===== config.mk =====
export PLATFORM = sky130hd
export DESIGN_NAME = pcpr_top
export DESIGN_NICKNAME = d
export VERILOG_FILES = /design/src/design/pcpr_pkg.sv /design/src/design/pcpr_top.sv
export SDC_FILE = /design/constraint.sdc
export NUM_CORES = 1
export LEC_CHECK = 0
export CORE_UTILIZATION = 46
export DETAILED_ROUTE_END_ITERATION = 12
export DONT_BUFFER_PORTS = 1
export GPL_TIMING_DRIVEN = 1
export SYNTH_ARGS = -nofsm -noshare
export SYNTH_HDL_FRONTEND = slang
export SYNTH_SLANG_ARGS = --single-unit

===== constraint.sdc =====
create_clock -name clk -period 10.92 [get_ports clk]
set_input_delay 0.546 -clock clk [delete_from_list [all_inputs] [get_ports clk]]
set_output_delay 0.546 -clock clk [all_outputs]
set_load 0.02 [all_outputs]

===== src/design/pcpr_pkg.sv =====
// Constants and carrier types for the peripheral clock prescale and reset block.
// Assumes a single bus clock domain and a plain register port driven by one master.
package pcpr_pkg;

    // Register map, byte offsets on an 8-bit address.
    localparam logic [7:0] PRESCALE0_OFS = 8'h04;
    localparam logic [7:0] PRESCALE1_OFS = 8'h08;
    localparam logic [7:0] CLKOUT_PRE_OFS = 8'h0c;
    localparam logic [7:0] SOFT_RESET_OFS = 8'h10;
    localparam logic [7:0] CLKOUT_SEL_OFS = 8'h14;

    // Writable bits of each register; every other bit reads as zero.
    localparam logic [31:0] PRESCALE0_MASK = 32'h77777777;
    localparam logic [31:0] PRESCALE1_MASK = 32'h77737777;
    localparam logic [31:0] CLKOUT_PRE_MASK = 32'h0000000f;
    localparam logic [31:0] SOFT_RESET_MASK = 32'h03f3bfef;
    localparam logic [31:0] CLKOUT_SEL_MASK = 32'h00000007;
    localparam logic [31:0] REG_RESET_VAL = 32'h00000000;

    // Prescaler field geometry: eight 4-bit slots per register, 3 bits used (2 in the tick divider's slot).
    localparam int FIELD_PITCH = 4;
    localparam int FIELDS_PER_REG = 8;
    localparam int NUM_DIV = 16;
    localparam int DIV_CNT_W = 5;
    localparam int OUT_CNT_W = 9;

    // Encoding families of the prescaler fields.
    localparam logic [1:0] KIND_STD = 2'h0;
    localparam logic [1:0] KIND_WDOG = 2'h1;
    localparam logic [1:0] KIND_TICK = 2'h2;
    localparam logic [1:0] KIND_AUDIO = 2'h3;

    // Codes with special meaning.
    localparam logic [2:0] CODE_MAX_STD = 3'h4;
    localparam logic [2:0] CODE_WDOG_32 = 3'h5;
    localparam logic [2:0] CODE_AUDIO_3 = 3'h7;
    localparam logic [4:0] TERM_DIV3 = 5'h02;
    localparam logic [3:0] CLKOUT_CODE_MAX = 4'h9;

    // Divider index i uses register i/8, field at bit 4*(i%8).
    localparam logic [NUM_DIV-1:0][1:0] DIV_KIND = {
        KIND_STD, KIND_STD, KIND_WDOG, KIND_TICK,
        KIND_AUDIO, KIND_STD, KIND_STD, KIND_STD,
        KIND_STD, KIND_STD, KIND_STD, KIND_STD,
        KIND_STD, KIND_STD, KIND_STD, KIND_STD};

    // Soft reset bits; bit 31 never pulses, so the tick divider has no reset.
    localparam logic [NUM_DIV-1:0][4:0] DIV_RST_BIT = {
        5'd7, 5'd20, 5'd24, 5'd31, 5'd22, 5'd21, 5'd17, 5'd16,
        5'd10, 5'd13, 5'd12, 5'd11, 5'd9, 5'd8, 5'd6, 5'd5};

    // Clock output source select codes.
    localparam logic [2:0] SRC_OFF = 3'h0;
    localparam logic [2:0] SRC_LOW_INT = 3'h1;
    localparam logic [2:0] SRC_LOW_EXT = 3'h2;
    localparam logic [2:0] SRC_BUS = 3'h4;
    localparam logic [2:0] SRC_HIGH_INT = 3'h5;
    localparam logic [2:0] SRC_HIGH_EXT = 3'h6;

    localparam int RST_W = 26;

    typedef struct packed {
        logic [7:0] addr;
        logic [31:0] wrData;
        logic wr;
        logic rd;
    } pcpr_bus_req_type;

    typedef struct packed {
        logic lowIntOsc;
        logic lowExtXtal;
        logic highIntOsc;
        logic highExtXtal;
    } pcpr_osc_in_type;

    typedef struct packed {
        logic [NUM_DIV-1:0] periphTick;
        logic clkOutTick;
        logic clkOutActive;
    } pcpr_clk_out_type;

endpackage


===== src/design/pcpr_top.sv =====
// Peripheral clock prescaler, clock output divider and self-clearing soft resets.
// Assumes one bus clock, a single register master and oscillator pins from other domains.
//
// The strobed register port is this design's own decision.
`timescale 1ns/1ns
`default_nettype none

module pcpr_top (
    // Clock, reset and freeze.
    input wire logic clk,
    input wire logic rstn,
    input wire logic clkEn,
    // Register port.
    input wire pcpr_pkg::pcpr_bus_req_type busReq,
    output logic [31:0] regRdData,
    // Oscillator inputs from other clock domains.
    input wire pcpr_pkg::pcpr_osc_in_type oscIn,
    // Divided clock enables towards the peripherals.
    output pcpr_pkg::pcpr_clk_out_type clkOut,
    // Soft reset pulses towards the peripherals.
    output logic [pcpr_pkg::RST_W-1:0] softReset
);
    import pcpr_pkg::*;

    // Returns {valid, terminal count} for a prescale code of a given family.
    function automatic logic [DIV_CNT_W:0] divTerm(input logic [2:0] code,
                                                  input logic [1:0] kind);
        logic [DIV_CNT_W:0] res;
        res = '0;
        if (kind == KIND_TICK) begin
            res = {1'b1, 5'((5'h1 << code[1:0]) - 5'h1)};
        end else if (code <= CODE_MAX_STD) begin
            res = {1'b1, 5'((5'h1 << code) - 5'h1)};
        end else if (kind == KIND_WDOG && code == CODE_WDOG_32) begin
            res = {1'b1, 5'h1f};
        end else if (kind == KIND_AUDIO && code == CODE_AUDIO_3) begin
            res = {1'b1, TERM_DIV3};
        end
        return res;
    endfunction

    // Reset release through two flip-flops.
    logic rstMeta_ff;
    logic rstSync_ff;
    wire logic rstSyncN = rstSync_ff;

    always_ff @(posedge clk or negedge rstn) begin
        if (!rstn) begin
            rstMeta_ff <= 1'b0;
            rstSync_ff <= 1'b0;
        end else if (clkEn) begin
            rstMeta_ff <= 1'b1;
            rstSync_ff <= rstMeta_ff;
        end
    end

    // Address decode.
    wire logic hitPre0 = busReq.addr == PRESCALE0_OFS;
    wire logic hitPre1 = busReq.addr == PRESCALE1_OFS;
    wire logic hitOutPre = busReq.addr == CLKOUT_PRE_OFS;
    wire logic hitRst = busReq.addr == SOFT_RESET_OFS;
    wire logic hitSel = busReq.addr == CLKOUT_SEL_OFS;

    // Registers.
    logic [31:0] pre0_ff;
    logic [31:0] pre1_ff;
    logic [31:0] outPre_ff;
    logic [31:0] outSel_ff;
    logic [31:0] rst_ff;
    logic [31:0] rdData_ff;

    // Reserved bits are masked on the way in, so they hold zero for ever.
    wire logic [31:0] nxt_pre0 = (busReq.wr && hitPre0) ?
        (busReq.wrData & PRESCALE0_MASK) : pre0_ff;
    wire logic [31:0] nxt_pre1 = (busReq.wr && hitPre1) ?
        (busReq.wrData & PRESCALE1_MASK) : pre1_ff;
    wire logic [31:0] nxt_outPre = (busReq.wr && hitOutPre) ?
        (busReq.wrData & CLKOUT_PRE_MASK) : outPre_ff;
    wire logic [31:0] nxt_outSel = (busReq.wr && hitSel) ?
        (busReq.wrData & CLKOUT_SEL_MASK) : outSel_ff;
    // Ones written stand for exactly one cycle, zeros written do nothing.
    wire logic [31:0] nxt_rst = (busReq.wr && hitRst) ?
        (busReq.wrData & SOFT_RESET_MASK) : 32'h00000000;

    wire logic [31:0] rdMux =
        hitPre0 ? pre0_ff :
        hitPre1 ? pre1_ff :
        hitOutPre ? outPre_ff :
        hitRst ? rst_ff :
        hitSel ? outSel_ff : 32'h00000000;
    wire logic [31:0] nxt_rdData = busReq.rd ? rdMux : 32'h00000000;

    // One short block per register keeps each reset value beside its freeze.
    always_ff @(posedge clk or negedge rstSyncN) begin
        if (!rstSyncN) begin
            pre0_ff <= REG_RESET_VAL;
        end else if (clkEn) begin
            pre0_ff <= nxt_pre0;
        end
    end

    always_ff @(posedge clk or negedge rstSyncN) begin
        if (!rstSyncN) begin
            pre1_ff <= REG_RESET_VAL;
        end else if (clkEn) begin
            pre1_ff <= nxt_pre1;
        end
    end

    always_ff @(posedge clk or negedge rstSyncN) begin
        if (!rstSyncN) begin
            outPre_ff <= REG_RESET_VAL;
        end else if (clkEn) begin
            outPre_ff <= nxt_outPre;
        end
    end

    always_ff @(posedge clk or negedge rstSyncN) begin
        if (!rstSyncN) begin
            outSel_ff <= REG_RESET_VAL;
        end else if (clkEn) begin
            outSel_ff <= nxt_outSel;
        end
    end

    always_ff @(posedge clk or negedge rstSyncN) begin
        if (!rstSyncN) begin
            rst_ff <= REG_RESET_VAL;
        end else if (clkEn) begin
            rst_ff <= nxt_rst;
        end
    end

    always_ff @(posedge clk or negedge rstSyncN) begin
        if (!rstSyncN) begin
            rdData_ff <= REG_RESET_VAL;
        end else if (clkEn) begin
            rdData_ff <= nxt_rdData;
        end
    end

    assign regRdData = rdData_ff;
    assign softReset = rst_ff[RST_W-1:0];

    // Peripheral dividers. Each pulse is a bus-clock enable, so odd ratios cannot glitch.
    wire logic [NUM_DIV-1:0] tickVec;
    wire logic [63:0] preAll = {pre1_ff, pre0_ff};

    for (genvar i = 0; i < NUM_DIV; i++) begin : g_div
        logic [DIV_CNT_W-1:0] cnt_ff;
        logic tick_ff;
        wire logic [2:0] code = preAll[i*FIELD_PITCH +: 3];
        wire logic [DIV_CNT_W:0] termInfo = divTerm(code, DIV_KIND[i]);
        wire logic [DIV_CNT_W-1:0] term = termInfo[DIV_CNT_W-1:0];
        wire logic valid = termInfo[DIV_CNT_W];
        // A soft reset realigns the divider, which is why it follows a ratio change.
        wire logic restart = rst_ff[DIV_RST_BIT[i]];
        wire logic atTerm = cnt_ff >= term;
        wire logic [DIV_CNT_W-1:0] nxt_cnt =
            (!valid || restart || atTerm) ? '0 : DIV_CNT_W'(cnt_ff + 1'b1);
        wire logic nxt_tick = valid && !restart && atTerm;
        assign tickVec[i] = tick_ff;

        always_ff @(posedge clk or negedge rstSyncN) begin
            if (!rstSyncN) begin
                cnt_ff <= '0;
                tick_ff <= 1'b0;
            end else if (clkEn) begin
                cnt_ff <= nxt_cnt;
                tick_ff <= nxt_tick;
            end
        end
    end

    // Oscillator pins: three flops, a change counts once the second and third agree.
    // Sampling at the bus clock only follows sources well below half its rate.
    logic [3:0] oscS1_ff;
    logic [3:0] oscS2_ff;
    logic [3:0] oscS3_ff;
    logic [3:0] oscLvl_ff;
    wire logic [3:0] oscRaw = {oscIn.highExtXtal, oscIn.highIntOsc,
                               oscIn.lowExtXtal, oscIn.lowIntOsc};
    wire logic [3:0] oscAgree = ~(oscS2_ff ^ oscS3_ff);
    wire logic [3:0] nxt_oscLvl = (oscAgree & oscS3_ff) | (~oscAgree & oscLvl_ff);
    wire logic [3:0] oscRise = nxt_oscLvl & ~oscLvl_ff;

    always_ff @(posedge clk or negedge rstSyncN) begin
        if (!rstSyncN) begin
            oscS1_ff <= 4'h0;
            oscS2_ff <= 4'h0;
            oscS3_ff <= 4'h0;
            oscLvl_ff <= 4'h0;
        end else if (clkEn) begin
            oscS1_ff <= oscRaw;
            oscS2_ff <= oscS1_ff;
            oscS3_ff <= oscS2_ff;
            oscLvl_ff <= nxt_oscLvl;
        end
    end

    // Clock output source select and divider.
    wire logic [2:0] srcSel = outSel_ff[2:0];
    wire logic [3:0] outCode = outPre_ff[3:0];
    logic srcEdge;
    always_comb begin
        unique case (srcSel)
            SRC_LOW_INT: srcEdge = oscRise[0];
            SRC_LOW_EXT: srcEdge = oscRise[1];
            SRC_BUS: srcEdge = 1'b1;
            SRC_HIGH_INT: srcEdge = oscRise[2];
            SRC_HIGH_EXT: srcEdge = oscRise[3];
            default: srcEdge = 1'b0;
        endcase
    end

    logic [OUT_CNT_W-1:0] outCnt_ff;
    logic outTick_ff;
    logic outActive_ff;
    wire logic outValid = outCode <= CLKOUT_CODE_MAX;
    wire logic [OUT_CNT_W-1:0] outTerm =
        OUT_CNT_W'((10'h001 << outCode) - 10'h001);
    wire logic outActive = outValid && (srcSel != SRC_OFF);
    wire logic outAtTerm = outCnt_ff >= outTerm;
    wire logic [OUT_CNT_W-1:0] nxt_outCnt =
        !outActive ? '0 :
        !srcEdge ? outCnt_ff :
        outAtTerm ? '0 : OUT_CNT_W'(outCnt_ff + 1'b1);
    wire logic nxt_outTick = outActive && srcEdge && outAtTerm;

    always_ff @(posedge clk or negedge rstSyncN) begin
        if (!rstSyncN) begin
            outCnt_ff <= '0;
            outTick_ff <= 1'b0;
            outActive_ff <= 1'b0;
        end else if (clkEn) begin
            outCnt_ff <= nxt_outCnt;
            outTick_ff <= nxt_outTick;
            outActive_ff <= outActive;
        end
    end

    assign clkOut.periphTick = tickVec;
    assign clkOut.clkOutTick = outTick_ff;
    assign clkOut.clkOutActive = outActive_ff;

endmodule // pcpr_top

`default_nettype wire


==> results.py, run 1 <==
metrics = {
    "setup_path": {
        "slowest_delay_ns": 0.76,
        "end_kind": "flop",
        "worstPathMaxFanout": 13,
        "path_cells": "nor3_1, nand2_1, ha_1, nor4_1, a21oi_1, o21a_1, ha_1, a21oi_1, nor2_1, a211o_1, a21oi_1, a41oi_1, a31oi_1",
        "crit_path_frequent_cell": "a21oi_1",
        "required_ns": 11.38,
        "crit_type": "flop to flop",
        "path_buf_inv": 0,
        "cp_slowest_cell": "a21oi_1",
        "crit_path_start_kind": "flop",
        "crit_family": "compound AO/OA/AOI/OAI gates",
        "critPathArrivalTime_ns": 4.23,
    },
    "power_and_ir_drop": {
        "pwr-share-comb": 0.146,
        "clockPowerShare": 0.399,
        "p_sw_uw": 637,
        "switching_share": 0.284,
        "p_leak_uw": 0.00718,
        "power.internal_uw": 1600,
        "p_seq_frac": 0.455,
        "powerDensity_mw_per_mm2": 145,
        "peakVddDrop_uv": 121,
    },
    "timing": {
        "tightest_slew_ns": 1.08,
        "finClkSkew_ns": 0.00965,
        "setup_violations": 0,
        "rsz0062_at_grt": "no",
        "hold_viol": 0,
        "post-route-period-util": 0.345,
        "final.setup.tns_ns": 0,
        "slew_headroom": 0.280,
        "report.final.slew_viol_count": 0,
        "fmax_mhz": 266,
        "period_minus_slack_ns": 3.77,
    },
    "die": {
        "dieWidth_um": 180,
        "fp.dieH_um": 180,
        "io_pins": 125,
        "start_util": 0.471,
        "core-area_mm2": 0.0308,
        "num_rows": 64,
        "die_area_mm2": 0.0323,
    },
    "routing": {
        "route.detailed.drc": 12,
        "ant_nets": 0,
        "drtIter0Drc": 595,
        "drtPass1Iterations": 9,
        "wl_per_cell_um": 18.5,
        "wirelength_um": 34400,
        "viasPerCell": 5.81,
        "vias": 10800,
    },
    "clocking": {
        "clk_latency_ns": 0.55,
        "cts_tree": "yes",
        "clockBufferDepth": 3,
        "clkSlewWorstSetupHoldPaths_ns": 0.06,
        "clock_sinks": 230,
        "htree_levels": 1,
        "cts_made_buffers": 28,
        "root_buffer": "clkbuf_16",
        "cts_resized": 0,
    },
    "placement": {
        "gp_congestion": 0.780,
        "io_buffers": 0,
        "dp_hpwl_um": 23900,
        "placed_cell_area_mm2": 0.0146,
    },
    "yosys": {
        "synth_seq_cells": 230,
        "ys_warn_count": 0,
        "async_flop_share": 1.00,
        "synth_cells": 1490,
        "ys_types": 61,
        "netlist_area_mm2": 0.0145,
        "synth_flop_cell": "dfrtp_1",
        "synth_edf_count": 0,
        "avgSynthCellArea_um2": 9.74,
        "yosysSeqAreaShare": 0.397,
    },
    "grt": {
        "antenna_found_initial": 0,
        "gr-total-overflow": 0,
        "grt_usage": 0.216,
        "grt_pass1_vias": 10500,
        "grt_pass1_wl_um": 56800,
        "grt_max_degree": 148,
    },
    "hold_path": {
        "hp-class": "input pin to flop",
    },
    "cells_and_area": {
        "final_cell_area_mm2": 0.0155,
        "finalNetCount": 1644,
        "n_antenna_cell": 0,
        "final_cell_mix": "dfrtp_1, ha_1, o21ai_0",
        "syn_to_final_growth_pct": 6.75,
        "final_common_cell": "dfrtp_1",
        "drive_gt1_frac": 0.103,
    },
    "job": {
        "cap_violations": 0,
    },
    "run_status": {
        "violations": "DRC",
        "outcome": "finished with violations",
    },
}
[timing repair]
action                                 4_1_cts  5_1_grt
hold buffers                                 1        0
buffers inserted                             0        0
endpoints found under the hold margin        2        0
[worst paths after layout]
kind,cells past startpoint,slack [ns],start,end
worst max-delay path,13,7.15,outPre_ff[3]$_DFFE_PN0P_,outCnt_ff[8]$_DFFE_PN0P_
worst min-delay path,1,0.10,clkEn,g_div[0].cnt_ff[0]$_DFFE_PN0P_
worst max register to register,13,7.15,outPre_ff[3]$_DFFE_PN0P_,outCnt_ff[8]$_DFFE_PN0P_
worst min register to register,0,0.35,rstSyncN$_DFFE_PN0P_,g_div[13].tick_ff$_DFFE_PN0P_
max in group asynchronous,2,8.64,rstSyncN$_DFFE_PN0P_,g_div[0].cnt_ff[2]$_DFFE_PN0P_
min in group asynchronous,1,0.23,rstn,rstMeta_ff$_DFFE_PN0P_
[routing by layer]
| layer | vias to the layer above | global-route usage | share of wire | routed length (um) |
|---|---|---|---|---|
| met4 | 0 | 0.0428 | 0.016 | 533 |
| met2 | 167 | 0.363 | 0.47 | 16100 |
| met5 | - | 0 | 0 | 0 |
| li1 | 5300 | - | - | - |
| met3 | 40 | 0.0511 | 0.059 | 2030 |
| met1 | 5279 | 0.284 | 0.46 | 15700 |
[metrics by stage]
| stage | instances | power, uW | setup WS [ns] | util | hold slack (ns) |
|---|---|---|---|---|---|
| final | 1858 | 2240 | 7.15 | 0.502 | 0.103 |
| after floorplan | 1496 | 1310 | 4.02 | - | 0.250 |
| after global routing | 1858 | 2370 | 6.77 | 0.502 | 0.0841 |
| after global placement | 1806 | 1350 | 7.27 | 0.473 | 0.250 |
| after CTS | 1858 | 2270 | 7.19 | 0.502 | 0.0782 |
| after detailed placement | 1806 | 1360 | 7.16 | 0.473 | 0.250 |
[cell usage after synthesis (3+ instances only)]
| master | number | area [um2] |
|---|---|---|
| o2bb2ai_1 | 56 | 490 |
| dfrtp_1 | 230 | 5760 |
| nor2b_1 | 20 | 125 |
| ha_1 | 154 | 1930 |
| or2_2 | 30 | 188 |
| mux2i_1 | 3 | 30.0 |
| o2111ai_1 | 3 | 26.3 |
| o31ai_1 | 4 | 30.0 |
| a22oi_1 | 20 | 150 |
| a21o_1 | 35 | 263 |
| clkbuf_1 | 47 | 176 |
| o21ai_0 | 114 | 571 |
| nand2b_1 | 49 | 307 |
| a31oi_1 | 15 | 93.8 |
| a2111oi_0 | 11 | 96.3 |
| nor4_1 | 24 | 150 |
| nand4_1 | 12 | 75.1 |
| buf_2 | 11 | 55.1 |
| a21boi_1 | 3 | 22.5 |
| mux2_2 | 40 | 450 |
| a21oi_1 | 90 | 450 |
| o21a_1 | 3 | 22.5 |
| o211ai_1 | 3 | 22.5 |
| nand2_1 | 78 | 293 |
| buf_4 | 27 | 203 |
| nand3_1 | 47 | 235 |
| mux2_4 | 20 | 300 |
| o32ai_1 | 3 | 26.3 |
| inv_1 | 88 | 330 |
| a211o_1 | 18 | 158 |
| buf_1 | 6 | 22.5 |
| xor2_1 | 13 | 114 |
| or3_1 | 16 | 100 |
| and3_1 | 9 | 56.3 |
| nor2_1 | 58 | 218 |
| a22o_1 | 35 | 307 |
| o21bai_1 | 17 | 128 |
| nor3_1 | 45 | 225 |
[registers in the layout, indices dropped and copies added (netlist names), 9 cells and up]
register,count
regRdData,29
g_div.tick_ff,16
pre1_ff,23
pre0_ff,24
g_div.cnt_ff,80
rst_ff,22
outCnt_ff,9
[power groups by stage]
stage / Combinational, uW / Sequential [uW] / Clock (uW)
floorplan: 326 / 983 / 0
global placement: 313 / 1030 / 0
detailed placement: 325 / 1030 / 0
CTS: 328 / 1020 / 919
global route: 383 / 1030 / 949
finish: 326 / 1020 / 894
[cells by family after synthesis]
| logic type | count (synthesis) | synth area share |
|---|---|---|
| AOI/OAI and AO/OA | 439 | 0.202 |
| xor gates and xnor gates | 15 | 0.00905 |
| adders and majority gates | 154 | 0.133 |
| buffers and inverters | 183 | 0.0580 |
| DFF | 230 | 0.397 |
| muxes | 63 | 0.0538 |
| other | 2 | 0.000518 |
| and+or+nand+nor | 404 | 0.147 |
[area by class of cell]
cell class,instances,area [um2]
fill,2778,15300
multi-input combinational,1083,7940
sequential,230,5760
clock buffer,45,856
tap,396,495
inverter,89,337
timing repair buffer,9,70.1
clock inverter,6,35.0
[worst register-to-register path: cells and delay by family, from the launching register on]
family	cells	cell delay (ns)
AOI/OAI and AO/OA	7	1.85
adders and majority gates	2	0.58
DFF	1	0.50
and+or+nand+nor	4	0.74
Note: power is estimated with default switching activity, not from simulation.
==> inputs of run 2 (changes only) <==
--- a/config.mk
+++ b/config.mk
@@ -5,6 +5,7 @@
 export SDC_FILE = /design/constraint.sdc
 export NUM_CORES = 1
 export LEC_CHECK = 0
+export ABC_AREA = 1
 export CORE_UTILIZATION = 46
 export DETAILED_ROUTE_END_ITERATION = 12
 export DONT_BUFFER_PORTS = 1
==> constraint.sdc (replaced) <==
create_clock -name clk -period 3 [get_ports clk]
set_input_delay 0.15 -clock clk [delete_from_list [all_inputs] [get_ports clk]]
set_output_delay 0.15 -clock clk [all_outputs]
set_load 0.02 [all_outputs]
==> run 2 against run 1 <==
Compared with the run above: the flow now finishes without violations; cell count up 16%; critical endpoint is now outCnt_ff[7]$_DFFE_PN0P_; sequential power grew to 3.6 times the previous value; synthesized cell count is 15% higher; routed wire length grew 5.3%; flip-flop and latch count unchanged; final area rose by 2.4%; worst setup slack worse by 6.7 ns; first-iteration DRC count grew 7.9%; total power increased to 4.0 times the previous value; critical path depth increased by 1.
==> results.py, run 2 <==
metrics = {
    "die": {
        "die_area_mm2": 0.0318,
        "dieWidth_um": 178,
        "core-area_mm2": 0.0306,
        "num_rows": 64,
        "io_pins": 125,
        "fp.dieH_um": 178,
        "start_util": 0.468,
    },
    "routing": {
        "drtIter0Drc": 642,
        "ant_nets": 0,
        "vias": 11600,
        "viasPerCell": 5.41,
        "wl_per_cell_um": 16.8,
        "drtPass1Iterations": 5,
        "route.detailed.drc": 0,
        "wirelength_um": 36200,
    },
    "cells_and_area": {
        "fillers": 2876,
        "multi_input_area_mm2": 0.00727,
        "largest_reg_flops": 80,
        "final_common_cell": "nand2_1",
        "regMostFlops": "g_div.cnt_ff",
        "seqCellArea_mm2": 0.00576,
        "final_cell_mix": "nand2_1, dfrtp_1, inv_1",
        "finalNetCount": 1934,
        "syn_to_final_growth_pct": 10.9,
        "drive_gt1_frac": 0.0531,
        "fin_cells": 2148,
    },
    "setup_path": {
        "crit_type": "flop to flop",
        "rr_startpoint": "outPre_ff[1]$_DFFE_PN0P_",
        "rr_endpoint": "outCnt_ff[7]$_DFFE_PN0P_",
        "end_kind": "flop",
        "critPathArrivalTime_ns": 3.02,
        "rrSetupSlack_ns": 0.41,
        "r2r_cells": 14,
        "worstPathMaxFanout": 7,
        "required_ns": 3.43,
        "crit_path_start_kind": "flop",
    },
    "timing": {
        "tightest_slew_ns": 0.679,
        "hold_viol": 0,
        "finClkSkew_ns": 0.0224,
        "rsz0062_at_grt": "no",
        "slew_headroom": 0.547,
        "fmax_mhz": 386,
        "post-route-period-util": 0.864,
        "final.setup.tns_ns": 0,
        "report.final.slew_viol_count": 0,
        "setup_violations": 0,
        "period_minus_slack_ns": 2.59,
    },
    "yosys": {
        "yosys.area_share.adder": 0.135,
        "synth_flop_cell": "dfrtp_1",
        "synth_xor_area_frac": 0.0337,
        "synth_seq_cells": 230,
        "netlist_area_mm2": 0.0143,
        "avgSynthCellArea_um2": 8.32,
        "yosysSeqAreaShare": 0.402,
        "async_flop_share": 1.00,
        "synth_compound_area_frac": 0.147,
        "synth-simple-area-share": 0.190,
        "synth_cells": 1718,
        "muxShareOfSynthArea": 0,
        "synth.largest_area_cell": "dfrtp_1",
        "synth_top_family_by_area": "simple AND/OR/NAND/NOR gates",
        "synth.area.top_cells": "dfrtp_1, ha_1, nand2_1",
        "yosysMostFrequentCell": "nand2_1",
        "ys_warn_count": 0,
        "synth_edf_count": 0,
        "ys_types": 44,
        "ys_top_cells_by_count": "nand2_1, dfrtp_1, inv_1",
        "synth_top_area_frac": 0.402,
    },
    "placement": {
        "io_buffers": 0,
        "dp.cells": 2061,
        "dp_hpwl_um": 25800,
        "gp_congestion": 0.870,
    },
    "clocking": {
        "root_buffer": "clkbuf_16",
        "clockBufferDepth": 3,
        "cts_made_buffers": 28,
        "clock_sinks": 230,
        "cts_setup_buffers": 0,
        "cts_hold_buffers": 36,
        "clk_latency_ns": 0.56,
        "cts_resized": 0,
        "cts_tree": "yes",
        "clkSlewWorstSetupHoldPaths_ns": 0.06,
        "htree_levels": 1,
    },
    "run_status": {
        "outcome": "finished clean",
    },
    "hold_path": {
        "min-delay-start": "busReq[36]",
        "holdPathStages": 5,
        "hp-class": "input pin to flop",
        "worstHoldEndpoint": "regRdData[9]$_DFFE_PN0P_",
    },
    "grt": {
        "grt_usage": 0.233,
        "grt_pass1_vias": 11100,
        "grt_pass1_wl_um": 58300,
        "gr-total-overflow": 0,
        "antenna_found_initial": 1,
        "grt_max_degree": 131,
    },
    "power_and_ir_drop": {
        "p_total_uw": 9030,
        "p_leak_uw": 0.00777,
        "powerDensity_mw_per_mm2": 569,
        "peakVddDrop_uv": 460,
    },
    "job": {
        "cap_violations": 0,
    },
}
## run 2: cell types whose count changed in the layout (fill, tap and decap cells not counted), sizes merged, moves of 56 or more
cell | before | now
nand2 | 78 | 348
inv | 89 | 223
nand4 | 14 | 82
o21ai | 115 | 182
mux2 | 60 | 0
o2bb2ai | 56 | 0
## run 2: metrics by stage
step	util	worst slack (ns)	hold WS [ns]	area [um2]
global route	0.519	0.105	0.0144	15900
finish	0.519	0.408	0.00518	15900
CTS	0.518	0.397	0.00351	15900
detailed placement	0.474	0.416	-0.146	14500
global placement	0.474	0.448	-0.146	14500
floorplan	-	0.669	-0.146	14300
## run 2: how the worst max path moves through the flow
stage	start	end	slack [ns]	cells past startpoint
after floorplan	rstSyncN$_DFFE_PN0P_	g_div[0].cnt_ff[0]$_DFFE_PN0P_	0.67	0
after global placement	outPre_ff[3]$_DFFE_PN0P_	outCnt_ff[0]$_DFFE_PN0P_	0.45	14
after detailed placement	outPre_ff[1]$_DFFE_PN0P_	outCnt_ff[8]$_DFFE_PN0P_	0.42	14
after CTS	outPre_ff[1]$_DFFE_PN0P_	outCnt_ff[8]$_DFFE_PN0P_	0.40	14
after global routing	outPre_ff[1]$_DFFE_PN0P_	outCnt_ff[4]$_DFFE_PN0P_	0.11	14
final	outPre_ff[1]$_DFFE_PN0P_	outCnt_ff[7]$_DFFE_PN0P_	0.41	14
## run 2: power by group
| group | total, uW | switching [uW] | internal, uW |
|---|---|---|---|
| clock network | 3600 | 1350 | 2250 |
| logic | 1750 | 1090 | 660 |
| registers | 3680 | 326 | 3350 |
| total | 9030 | 2760 | 6270 |
## run 2: routing by layer
| metal | GRT usage | routed length (um) |
|---|---|---|
| met3 | 0.0433 | 1890 |
| met4 | 0.0650 | 880 |
| met5 | 0 | 0 |
| met1 | 0.308 | 16600 |
| met2 | 0.387 | 16800 |
## run 2: logic make-up after synthesis
group	after synthesis
DFF	230
buffers and inverters	294
other	2
and+or+nand+nor	606
adders and majority gates	154
xor gates and xnor gates	55
AOI/OAI and AO/OA	377
## run 2: worst max-delay path: stages, from the launching register on
cell and delay [ns]:
dfrtp_1 0.45, nor2_1 0.27, nand2_1 0.12, ha_1 0.22, nand2_1 0.14, xor2_1 0.15
nand2_1 0.07, ha_1 0.30, nand2_1 0.07, nor2_1 0.12, nand3_1 0.09, nand4_1 0.17
inv_1 0.09, nand2_2 0.13, o21ai_1 0.07
## run 2: cell type report
class	instances	share of cell area
multi-input cells	1200	0.458
well taps	396	0.0312
diodes	1	0.000158
clock buffers	36	0.0467
clock inverters	14	0.0148
inverters	223	0.0531
repair buffers	48	0.0327
flip-flops and latches	230	0.363
